--- src/rtl/ofp_map.svh ---
`ifndef OFP_MAP_SVH
`define OFP_MAP_SVH

// Register byte offsets on the Wishbone slave.
`define OFP_ADR_CTRL    8'h00
`define OFP_ADR_FSET    8'h04
`define OFP_ADR_ULIM    8'h08
`define OFP_ADR_DELAY   8'h0C
`define OFP_ADR_STATUS  8'h10
`define OFP_ADR_FREQ    8'h14

// Control register bit positions.
`define OFP_CTRL_EN     0
`define OFP_CTRL_SONLY  1
`define OFP_CTRL_SRC    2

// Status register bit positions.
`define OFP_ST_PICKUP   0
`define OFP_ST_TRIP     1
`define OFP_ST_FREQOK   2
`define OFP_ST_UOK      3
`define OFP_ST_INHIBIT  4

// Setting reset values and ranges (frequency in 0.01 Hz, U limit in 0.01 Un, delay in ms).
`define OFP_FSET_RST    13'd5100
`define OFP_FSET_MIN    4000
`define OFP_FSET_MAX    7000
`define OFP_ULIM_RST    7'd45
`define OFP_ULIM_MIN    10
`define OFP_ULIM_MAX    100
`define OFP_DELAY_RST   14'd200
`define OFP_DELAY_MIN   140
`define OFP_DELAY_MAX   10000

// Measurement qualification counts and release hysteresis in mHz.
`define OFP_VALID_NEED  3'd4
`define OFP_INVAL_NEED  3'd4
`define OFP_OVER_NEED   3'd5
`define OFP_HYST_MHZ    17'd101

// Time base.
`define OFP_CLK_HZ      100000000
`define OFP_TICK_US     1000
`define OFP_TICK_CYCLES ((`OFP_CLK_HZ / 1000000) * `OFP_TICK_US)

// Period window accepted as a plausible power-system cycle.
`define OFP_FMIN_HZ     35
`define OFP_FMAX_HZ     75
`define OFP_PMIN_CYC    (`OFP_CLK_HZ / `OFP_FMAX_HZ)
`define OFP_PMAX_CYC    (`OFP_CLK_HZ / `OFP_FMIN_HZ)

// Clock rate times 1000 gives frequency in mHz when divided by a period in cycles.
`define OFP_FREQ_NUM    (40'(`OFP_CLK_HZ) * 40'd1000)

`endif

--- src/rtl/ofp_pkg.sv ---
`default_nettype none
package ofp_pkg;

    typedef struct packed {
        logic               valid;
        logic signed [15:0] ch_a;
        logic signed [15:0] ch_b;
    } sample_t;

    typedef struct packed {
        logic        enable;
        logic        start_only;
        logic        src_line;
        logic [12:0] start_freq;
        logic [6:0]  ulimit;
        logic [13:0] delay_ms;
    } settings_t;

    typedef enum logic [1:0] {
        DIV_IDLE = 2'b00,
        DIV_RUN  = 2'b01,
        DIV_DONE = 2'b11
    } div_state_t;

endpackage
`default_nettype wire

--- src/rtl/overfrequency_protection.sv ---
// The implementer's own choices: the placing of the registers and the Wishbone register port.
`include "ofp_map.svh"
`default_nettype none
module overfrequency_protection #(
    parameter int unsigned CLK_HZ      = `OFP_CLK_HZ,
    parameter int unsigned TICK_CYCLES = `OFP_TICK_CYCLES,
    parameter int unsigned UNOM_PEAK   = 16384
) (
    input  wire logic            clk_sys,    // System clock, 100 MHz
    input  wire logic            rst,        // Synchronous reset, active high
    input  wire logic            ce,         // Clock enable, freezes all state when low
    input  wire ofp_pkg::sample_t smp,       // Voltage samples with valid strobe
    input  wire logic            inhibit_in, // Blocking input, asynchronous pin
    input  wire logic            wb_cyc,     // Wishbone cycle
    input  wire logic            wb_stb,     // Wishbone strobe
    input  wire logic            wb_we,      // Wishbone write enable
    input  wire logic [7:0]      wb_adr,     // Wishbone byte address
    input  wire logic [3:0]      wb_sel,     // Wishbone byte selects
    input  wire logic [31:0]     wb_dat_w,   // Wishbone write data
    output logic      [31:0]     wb_dat_r,   // Wishbone read data
    output logic                 wb_ack,     // Wishbone acknowledge
    output logic                 pickup_out, // General start
    output logic                 trip_out    // General trip
);
    import ofp_pkg::*;

    // Clock rate times 1000, so a period in cycles divides it into a frequency in mHz.
    localparam logic [39:0] FREQ_NUM = 40'(CLK_HZ) * 40'd1000;

    // Out-of-range writes are pinned to the nearest legal setting.
    function automatic logic [31:0] clamp(input logic [31:0] v, input int unsigned lo, input int unsigned hi);
        logic [31:0] r;
        r = v;
        if (v < 32'(lo)) begin
            r = 32'(lo);
        end else if (v > 32'(hi)) begin
            r = 32'(hi);
        end
        return r;
    endfunction

    logic        inhibit_meta, inhibit_s, wb_req, v_neg_prev, v_seen, rise_x, fall_x, u_ok;
    logic        rise_done, fall_done, rise_ok, fall_ok, rise_to, fall_to, meas_evt, meas_valid;
    logic        freq_ok, freq_upd, over, below_rel, elem_on, start_q, trip_q, run;
    logic [2:0]  val_cnt, inv_cnt, over_cnt;
    logic [5:0]  dcnt;
    logic [13:0] ms_cnt;
    logic [16:0] vsel, vabs, peak_run, peak_held, raw_freq, freq_meas, fset_mhz, presc;
    logic [23:0] p_rise, p_fall, dden;
    logic [24:0] drem, rem_sh, rem_sub;
    logic [31:0] wr_ctrl, wr_fset, wr_ulim, wr_delay, sel_mask;
    logic [39:0] dnum, dquo;
    settings_t   cfg;
    div_state_t  dstate;

    // The blocking pin is asynchronous to clk_sys.
    always_ff @(posedge clk_sys) begin
        if (rst) begin
            inhibit_meta <= 1'b0;
            inhibit_s    <= 1'b0;
        end else if (ce) begin
            inhibit_meta <= inhibit_in;
            inhibit_s    <= inhibit_meta;
        end
    end

    assign wb_req   = wb_cyc & wb_stb & ~wb_ack;
    assign sel_mask = {{8{wb_sel[3]}}, {8{wb_sel[2]}}, {8{wb_sel[1]}}, {8{wb_sel[0]}}};
    assign wr_ctrl  = ({29'h0, cfg.src_line, cfg.start_only, cfg.enable} & ~sel_mask) | (wb_dat_w & sel_mask);
    assign wr_fset  = ({19'h0, cfg.start_freq} & ~sel_mask) | (wb_dat_w & sel_mask);
    assign wr_ulim  = ({25'h0, cfg.ulimit} & ~sel_mask) | (wb_dat_w & sel_mask);
    assign wr_delay = ({18'h0, cfg.delay_ms} & ~sel_mask) | (wb_dat_w & sel_mask);

    always_ff @(posedge clk_sys) begin
        if (rst) begin
            cfg.enable     <= 1'b0;
            cfg.start_only <= 1'b0;
            cfg.src_line   <= 1'b0;
            cfg.start_freq <= `OFP_FSET_RST;
            cfg.ulimit     <= `OFP_ULIM_RST;
            cfg.delay_ms   <= `OFP_DELAY_RST;
        end else if (ce && wb_req && wb_we) begin
            case (wb_adr)
                `OFP_ADR_CTRL: begin
                    cfg.enable     <= wr_ctrl[`OFP_CTRL_EN];
                    cfg.start_only <= wr_ctrl[`OFP_CTRL_SONLY];
                    cfg.src_line   <= wr_ctrl[`OFP_CTRL_SRC];
                end
                `OFP_ADR_FSET:  cfg.start_freq <= 13'(clamp(wr_fset, `OFP_FSET_MIN, `OFP_FSET_MAX));
                `OFP_ADR_ULIM:  cfg.ulimit <= 7'(clamp(wr_ulim, `OFP_ULIM_MIN, `OFP_ULIM_MAX));
                `OFP_ADR_DELAY: cfg.delay_ms <= 14'(clamp(wr_delay, `OFP_DELAY_MIN, `OFP_DELAY_MAX));
                default: ;
            endcase
        end
    end

    // Unmapped addresses still acknowledge and read as zero, so a stray access never hangs the bus.
    always_ff @(posedge clk_sys) begin
        if (rst) begin
            wb_ack   <= 1'b0;
            wb_dat_r <= 32'h0000_0000;
        end else if (ce) begin
            wb_ack <= wb_req;
            if (wb_req && !wb_we) begin
                case (wb_adr)
                    `OFP_ADR_CTRL:   wb_dat_r <= {29'h0, cfg.src_line, cfg.start_only, cfg.enable};
                    `OFP_ADR_FSET:   wb_dat_r <= {19'h0, cfg.start_freq};
                    `OFP_ADR_ULIM:   wb_dat_r <= {25'h0, cfg.ulimit};
                    `OFP_ADR_DELAY:  wb_dat_r <= {18'h0, cfg.delay_ms};
                    `OFP_ADR_STATUS: wb_dat_r <= {27'h0, inhibit_s, u_ok, freq_ok, trip_q, start_q};
                    `OFP_ADR_FREQ:   wb_dat_r <= {15'h0, freq_meas};
                    default:         wb_dat_r <= 32'h0000_0000;
                endcase
            end
        end
    end

    assign vsel = cfg.src_line ? ({smp.ch_a[15], smp.ch_a} - {smp.ch_b[15], smp.ch_b})
                               : {smp.ch_a[15], smp.ch_a};
    assign vabs = vsel[16] ? (17'h0 - vsel) : vsel;

    assign rise_x = smp.valid & v_seen & v_neg_prev & ~vsel[16];
    assign fall_x = smp.valid & v_seen & ~v_neg_prev & vsel[16];

    always_ff @(posedge clk_sys) begin
        if (rst) begin
            v_neg_prev <= 1'b0;
            v_seen     <= 1'b0;
        end else if (ce && smp.valid) begin
            v_neg_prev <= vsel[16];
            v_seen     <= 1'b1;
        end
    end

    // Peak magnitude over each half cycle; lost crossings drop the held level to zero.
    always_ff @(posedge clk_sys) begin
        if (rst) begin
            peak_run  <= 17'h0_0000;
            peak_held <= 17'h0_0000;
        end else if (ce) begin
            if (rise_to || fall_to) begin
                peak_held <= 17'h0_0000;
            end
            if (rise_x || fall_x) begin
                peak_held <= (vabs > peak_run) ? vabs : peak_run;
                peak_run  <= vabs;
            end else if (smp.valid && vabs > peak_run) begin
                peak_run <= vabs;
            end
        end
    end

    always_ff @(posedge clk_sys) begin
        if (rst) begin
            u_ok <= 1'b0;
        end else if (ce) begin
            u_ok <= (25'(peak_held) * 25'd100) >= (25'(cfg.ulimit) * 25'(UNOM_PEAK));
        end
    end

    period_timer #(.W(24), .PMIN(CLK_HZ / `OFP_FMAX_HZ), .PMAX(CLK_HZ / `OFP_FMIN_HZ)) u_rise (
        .clk_sys(clk_sys), .rst(rst), .ce(ce), .edge_in(rise_x),
        .period(p_rise), .done(rise_done), .in_range(rise_ok), .timeout(rise_to));

    period_timer #(.W(24), .PMIN(CLK_HZ / `OFP_FMAX_HZ), .PMAX(CLK_HZ / `OFP_FMIN_HZ)) u_fall (
        .clk_sys(clk_sys), .rst(rst), .ce(ce), .edge_in(fall_x),
        .period(p_fall), .done(fall_done), .in_range(fall_ok), .timeout(fall_to));

    assign rem_sh  = {drem[23:0], dnum[39]};
    assign rem_sub = rem_sh - {1'b0, dden};

    // Restoring divider, one quotient bit per cycle over 40 cycles; a crossing that comes while it runs is not measured.
    always_ff @(posedge clk_sys) begin
        if (rst) begin
            dstate <= DIV_IDLE;
            dnum   <= 40'h00_0000_0000;
            dquo   <= 40'h00_0000_0000;
            drem   <= 25'h000_0000;
            dden   <= 24'h00_0000;
            dcnt   <= 6'h00;
        end else if (ce) begin
            case (dstate)
                DIV_IDLE: begin
                    if (rise_done || fall_done) begin
                        dden   <= 24'((25'(p_rise) + 25'(p_fall)) >> 1);
                        dnum   <= FREQ_NUM;
                        dquo   <= 40'h00_0000_0000;
                        drem   <= 25'h000_0000;
                        dcnt   <= 6'h00;
                        dstate <= DIV_RUN;
                    end
                end
                DIV_RUN: begin
                    dnum <= {dnum[38:0], 1'b0};
                    if (!rem_sub[24]) begin
                        drem <= rem_sub;
                        dquo <= {dquo[38:0], 1'b1};
                    end else begin
                        drem <= rem_sh;
                        dquo <= {dquo[38:0], 1'b0};
                    end
                    dcnt <= dcnt + 6'h01;
                    if (dcnt == 6'h27) begin
                        dstate <= DIV_DONE;
                    end
                end
                DIV_DONE: dstate <= DIV_IDLE;
                default:  dstate <= DIV_IDLE;
            endcase
        end
    end

    assign raw_freq   = (dquo[39:17] != 23'h00_0000) ? 17'h1_ffff : dquo[16:0];
    assign meas_evt   = (dstate == DIV_DONE) | rise_to | fall_to;
    assign meas_valid = (dstate == DIV_DONE) & rise_ok & fall_ok & u_ok & (dden != 24'h00_0000);

    always_ff @(posedge clk_sys) begin
        if (rst) begin
            val_cnt   <= 3'h0;
            inv_cnt   <= 3'h0;
            freq_ok   <= 1'b0;
            freq_meas <= 17'h0_0000;
            freq_upd  <= 1'b0;
        end else if (ce) begin
            freq_upd <= 1'b0;
            if (meas_evt) begin
                if (meas_valid) begin
                    inv_cnt <= 3'h0;
                    if (val_cnt >= `OFP_VALID_NEED - 3'h1) begin
                        val_cnt   <= `OFP_VALID_NEED;
                        freq_meas <= raw_freq;
                        freq_ok   <= 1'b1;
                        freq_upd  <= 1'b1;
                    end else begin
                        val_cnt <= val_cnt + 3'h1;
                    end
                end else begin
                    val_cnt <= 3'h0;
                    if (inv_cnt >= `OFP_INVAL_NEED - 3'h1) begin
                        inv_cnt   <= `OFP_INVAL_NEED;
                        freq_meas <= 17'h0_0000;
                        freq_ok   <= 1'b0;
                        freq_upd  <= 1'b1;
                    end else begin
                        inv_cnt <= inv_cnt + 3'h1;
                    end
                end
            end
        end
    end

    assign fset_mhz  = 17'(cfg.start_freq * 17'd10);
    assign over      = freq_meas > fset_mhz;
    assign below_rel = freq_meas < (fset_mhz - `OFP_HYST_MHZ);
    assign elem_on   = cfg.enable & ~inhibit_s & u_ok;

    always_ff @(posedge clk_sys) begin
        if (rst) begin
            over_cnt <= 3'h0;
        end else if (ce) begin
            if (!elem_on) begin
                over_cnt <= 3'h0;
            end else if (freq_upd) begin
                if (!over) begin
                    over_cnt <= 3'h0;
                end else if (over_cnt < `OFP_OVER_NEED) begin
                    over_cnt <= over_cnt + 3'h1;
                end
            end
        end
    end

    always_ff @(posedge clk_sys) begin
        if (rst) begin
            start_q <= 1'b0;
        end else if (ce) begin
            if (!elem_on) begin
                start_q <= 1'b0;
            end else if (freq_upd) begin
                if (over && over_cnt >= `OFP_OVER_NEED - 3'h1) begin
                    start_q <= 1'b1;
                end else if (below_rel) begin
                    start_q <= 1'b0;
                end
            end
        end
    end

    // timing starts at first faulty value
    assign run = elem_on & ((over_cnt != 3'h0) | start_q);

    always_ff @(posedge clk_sys) begin
        if (rst) begin
            presc  <= 17'h0_0000;
            ms_cnt <= 14'h0000;
        end else if (ce) begin
            if (!run) begin
                presc  <= 17'h0_0000;
                ms_cnt <= 14'h0000;
            end else if (presc >= 17'(TICK_CYCLES - 1)) begin
                presc <= 17'h0_0000;
                if (ms_cnt != 14'h3fff) begin
                    ms_cnt <= ms_cnt + 14'h0001;
                end
            end else begin
                presc <= presc + 17'h0_0001;
            end
        end
    end

    // The delay includes measurement time, so short settings give a less exact trip instant.
    always_ff @(posedge clk_sys) begin
        if (rst) begin
            trip_q <= 1'b0;
        end else if (ce) begin
            trip_q <= run & start_q & ~cfg.start_only & (ms_cnt >= cfg.delay_ms);
        end
    end

    assign pickup_out = start_q;
    assign trip_out   = trip_q;

endmodule // overfrequency_protection
`default_nettype wire

--- src/rtl/period_timer.sv ---
`default_nettype none
module period_timer #(
    parameter int unsigned W    = 24,
    parameter int unsigned PMIN = 1333333,
    parameter int unsigned PMAX = 2857142
) (
    input  wire logic         clk_sys,  // System clock
    input  wire logic         rst,      // Synchronous reset
    input  wire logic         ce,       // Clock enable
    input  wire logic         edge_in,  // Crossing pulse
    output logic [W-1:0]      period,   // Last period in cycles
    output logic              done,     // New period pulse
    output logic              in_range, // Last period plausible
    output logic              timeout   // No crossing within PMAX
);

    logic [W-1:0] cnt;
    logic         armed;

    // The first crossing after reset only arms the counter, it has no start point.
    always_ff @(posedge clk_sys) begin
        if (rst) begin
            cnt      <= '0;
            armed    <= 1'b0;
            period   <= '0;
            done     <= 1'b0;
            in_range <= 1'b0;
            timeout  <= 1'b0;
        end else if (ce) begin
            done    <= 1'b0;
            timeout <= 1'b0;
            if (edge_in) begin
                cnt   <= W'(1);
                armed <= 1'b1;
                if (armed) begin
                    period   <= cnt;
                    done     <= 1'b1;
                    in_range <= (cnt >= W'(PMIN)) && (cnt <= W'(PMAX));
                end
            end else if (cnt >= W'(PMAX)) begin
                cnt      <= W'(1);
                timeout  <= 1'b1;
                in_range <= 1'b0;
            end else begin
                cnt <= cnt + W'(1);
            end
        end
    end

endmodule // period_timer
`default_nettype wire

--- config.mk ---
export PLATFORM = sky130hd
export DESIGN_NAME = overfrequency_protection
export DESIGN_NICKNAME = d
export VERILOG_FILES = /design/src/rtl/ofp_pkg.sv /design/src/rtl/overfrequency_protection.sv /design/src/rtl/period_timer.sv
export VERILOG_INCLUDE_DIRS = /design/src /design/src/rtl
export SDC_FILE = /design/constraint.sdc
export NUM_CORES = 1
export LEC_CHECK = 0
export BUFFER_PORTS_ARGS = -buffer_cell sky130_fd_sc_hd__buf_2
export CORE_AREA = 2 2 192 269
export CTS_BUF_LIST = sky130_fd_sc_hd__clkbuf_16
export CTS_CLUSTER_SIZE = 24
export DETAILED_ROUTE_END_ITERATION = 12
export DIE_AREA = 0 0 194 271
export PLACE_DENSITY = 0.65
export SLEW_MARGIN = 20
export SYNTH_ARGS = -nofsm -noshare
export SYNTH_HDL_FRONTEND = slang
export SYNTH_SLANG_ARGS = --single-unit
--- constraint.sdc ---
create_clock -name clk_sys -period 6.06 [get_ports clk_sys]
set_clock_uncertainty 0.2 [all_clocks]
set_input_delay 0.606 -clock clk_sys [delete_from_list [all_inputs] [get_ports clk_sys]]
set_output_delay 0.606 -clock clk_sys [all_outputs]
set_load 0.01 [all_outputs]
==> flow_metrics.py <==
metrics = {
    "status": {
        "status": "finished clean",
    },
    "yosys": {
        "synth_xor_area_share_pct": 4.31,
        "syn_inst": 3142,
        "synthMuxAreaShare_pct": 3.02,
        "syn_avg_cell_area_um2": 7.89,
        "synthTopCellsByCount": "dfxtp_1, nand2_1, nor2_1, a21oi_1, ha_1",
        "yosysTopAreaCell": "dfxtp_1",
        "ys_seq_elements": 384,
        "yosysWarnings": 0,
        "yosys.area_share.simple_pct": 21.8,
        "yosys-top-cells-area": "dfxtp_1, ha_1, a21oi_1, nand2_1, nor2_1",
        "synth_cell_type_count": 102,
        "syn-cell-area_um2": 24800,
        "yosysMostFrequentCell": "dfxtp_1",
        "synth_compound_area_share_pct": 21.0,
        "synth-async-reset-ratio_pct": 0,
        "yosysTopAreaCellShare_pct": 31.0,
        "seq_area_frac_synth_pct": 31.0,
        "ys.flop_type": "dfxtp_1",
        "synth_fa_ha_area_share_pct": 12.9,
        "synth_top_family_by_area": "simple AND/OR/NAND/NOR gates",
        "synth_edf_count": 0,
    },
    "floorplanning": {
        "io_pins": 119,
        "dieArea_um2": 52600,
        "core_area_um2": 50000,
        "rows": 97,
        "dieHeight_um": 271,
        "initial_core_util_pct": 49.6,
        "dieWidth_um": 194,
    },
    "grt": {
        "grt_pass1_wl_um": 103000,
        "grt_pass1_vias": 21400,
        "grt_antenna_before_repair": 1,
        "track_usage_pct": 23.0,
        "grt.overflow.total": 0,
        "grt_start_max_net_pins": 119,
    },
    "route": {
        "wirelength_um": 62100,
        "via_count": 22100,
        "drtIter0Drc": 1104,
        "ant_nets": 0,
        "dr.pass1.iters": 5,
        "route.detailed.drc": 0,
        "wire_per_inst_um": 16.2,
        "via_per_inst": 5.74,
    },
    "critical_path": {
        "cp.arrival_ns": 5.76,
        "slowest_delay_ns": 0.49,
        "crit_required_ns": 6.33,
        "r2r-end": "u_ok",
        "crit_type": "flop to flop",
        "crit_top_cell": "ha_1",
        "crit_path_end_kind": "flop",
        "crit_fanout": 4,
        "reg2reg_slack_ns": 0.56,
        "rr_startpoint": "peak_held[2]",
        "start_kind": "flop",
        "crit_slowest_cell": "fa_1",
        "ff2ff_path_depth": 24,
        "crit_chain": "ha_1 > ha_1 > inv_1 > fa_1 > inv_1 > ha_1 > nor2b_1 > o21a_1 > o21ai_0 > nand2_1 > a21oi_1 > o21ai_0 > a21o_1 > a21o_1 > a21oi_1 > xnor2_1 > ha_1 > o2111ai_1 > nor3_1 > o2111ai_1 > o311a_1 > o21ai_0 > nor3_1 > a311oi_1",
    },
    "layout": {
        "design_area_um2": 27100,
        "drive_gt1_share_pct": 7.85,
        "syn_to_final_growth_pct": 9.22,
        "finalNonFillerCells": 3842,
        "nets": 3497,
    },
    "clock_network": {
        "cts_root_buf": "clkbuf_16",
        "clock_latency_ns": 0.57,
        "ctsHoldBuffers": 0,
        "post_cts_buffers": 0,
        "clock_sinks": 384,
        "cts-resized-gates": 0,
        "clkSlewWorstSetupHoldPaths_ns": 0.06,
        "cts_buffers": 41,
        "cts_tree": "yes",
        "htree_num_levels": 2,
        "cts_max_path_buffers": 3,
    },
    "placed_design": {
        "place_inst": 3766,
        "numPortBuffers": 103,
        "dpl.hpwl_um": 46400,
        "place_area_um2": 25700,
        "globalplace.congestion": 0.917,
    },
    "min_path": {
        "min_from": "inhibit_in",
        "whs_path_depth": 3,
        "hold_path_end": "inhibit_meta",
        "hold_class": "input pin to flop",
    },
    "timing": {
        "hold_ws_ns": 0.118,
        "period_needed_ns": 5.50,
        "max_slew_margin_pct": 28.3,
        "rsz0062_at_grt": "false",
        "setup_viol": 0,
        "finalSetupTns_ns": 0,
        "fmax_ghz": 0.182,
        "drv_slew": 0,
        "hold_viol": 0,
        "worstMarginPinSlew_ns": 1.08,
        "period_share_pct": 90.7,
    },
    "pwr": {
        "p_leak_nw": 11.1,
        "p_total_mw": 5.65,
        "ir_worst_vdd_v": 0.000253,
        "p_per_area_nw_per_um2": 209,
    },
    "run": {
        "drv_cap": 0,
    },
}
worst max path at each step:
stage                 start       endpoint  cells after the start
6_report       peak_held[2]           u_ok                     24
2_1_floorplan       smp[16]  peak_held[11]                     19
5_1_grt        peak_held[5]           u_ok                     23
3_3_place_gp        smp[16]  peak_held[15]                     21
3_5_place_dp        smp[16]  peak_held[15]                     21
4_1_cts        peak_held[5]           u_ok                     23
flip-flops by register name, summed over array words and instances (netlist names), 17 cells and up, named ones only:
name and flops:
dden 24, u_rise.cnt 24, presc 17, u_rise.period 24, wb_dat_r 17, u_fall.cnt 24
dquo 40, peak_held 17, u_fall.period 24, cfg 34, drem 24, peak_run 17
freq_meas 17, dnum 29
final cells by class:
type / count / area, um2
clock buffer: 43 / 1080
clock inverter: 30 / 324
sequential: 384 / 7690
tap: 643 / 805
multi-input combinational: 2406 / 15700
antenna: 2 / 5.00
fill: 4778 / 22900
timing repair buffer: 123 / 679
inverter: 211 / 792
per-stage QoR:
| stage | utilization (%) | setup WS, ns |
|---|---|---|
| global placement | 51.3 | 0.687 |
| global route | 54.1 | 0.0712 |
| finish | 54.1 | 0.564 |
| CTS | 54.1 | 0.645 |
| detailed placement | 51.3 | 0.572 |
| floorplan | - | 1.03 |
routing by layer:
| metal | wire, um | GRT usage, % |
|---|---|---|
| met1 | 26100 | 26.2 |
| met2 | 31300 | 42.9 |
| met3 | 2190 | 3.05 |
| met4 | 2530 | 9.75 |
| met5 | 0 | 0 |
cell families (layout without fill, tap and decap cells):
kind of cell / after synthesis / after routing
XOR/XNOR: 121 / 121
AO/OA/AOI/OAI: 816 / 816
AND/OR/NAND/NOR: 1135 / 1135
buffers and inverters: 366 / 407
other: 1 / 17
flip-flops: 384 / 384
multiplexers: 73 / 73
adder cells (fa/ha/maj): 246 / 246
critical path, delay by kind of cell, from the launching register on:
family	cells	cell delay, ns
compound gates	12	2.43
xor+xnor	1	0.09
fa+ha+maj	5	1.69
buf+inv	2	0.09
flops	1	0.41
simple gates	4	0.52
report_power, final:
part | total, mW | internal (mW) | switching [mW]
sequential | 2.55 | 2.54 | 0.0156
combinational | 0.450 | 0.163 | 0.287
clock | 2.65 | 1.58 | 1.07
placed cells by master (no fill, tap or decap), types with 9 or more instances in the layout:
cell type	Yosys	final
or2_2	13	13
xnor2_1	76	76
a31oi_1	23	23
o21a_1	21	21
a21o_1	48	48
nand3_1	74	74
or3_1	24	24
nand3b_1	12	12
mux2i_1	68	68
o21bai_1	13	13
nand4b_1	9	9
a211oi_1	29	27
conb_1	1	15
buf_2	21	102
inv_1	210	216
dfxtp_1	384	384
xor2_1	44	44
and4_1	9	9
nand2b_1	36	36
and3_1	33	33
clkbuf_16	0	43
nor2b_1	31	31
nor3b_1	24	24
o211ai_1	12	12
ha_1	230	230
a21oi_1	286	286
o2111ai_1	11	11
a22oi_1	84	84
nand2_1	353	353
and2_1	11	10
nand4_1	23	23
nor4_1	26	26
buf_4	19	19
nor2_1	335	335
o21ai_0	166	166
nor3_1	86	85
fa_1	16	16
No activity file was read; power rests on OpenSTA's default activity.
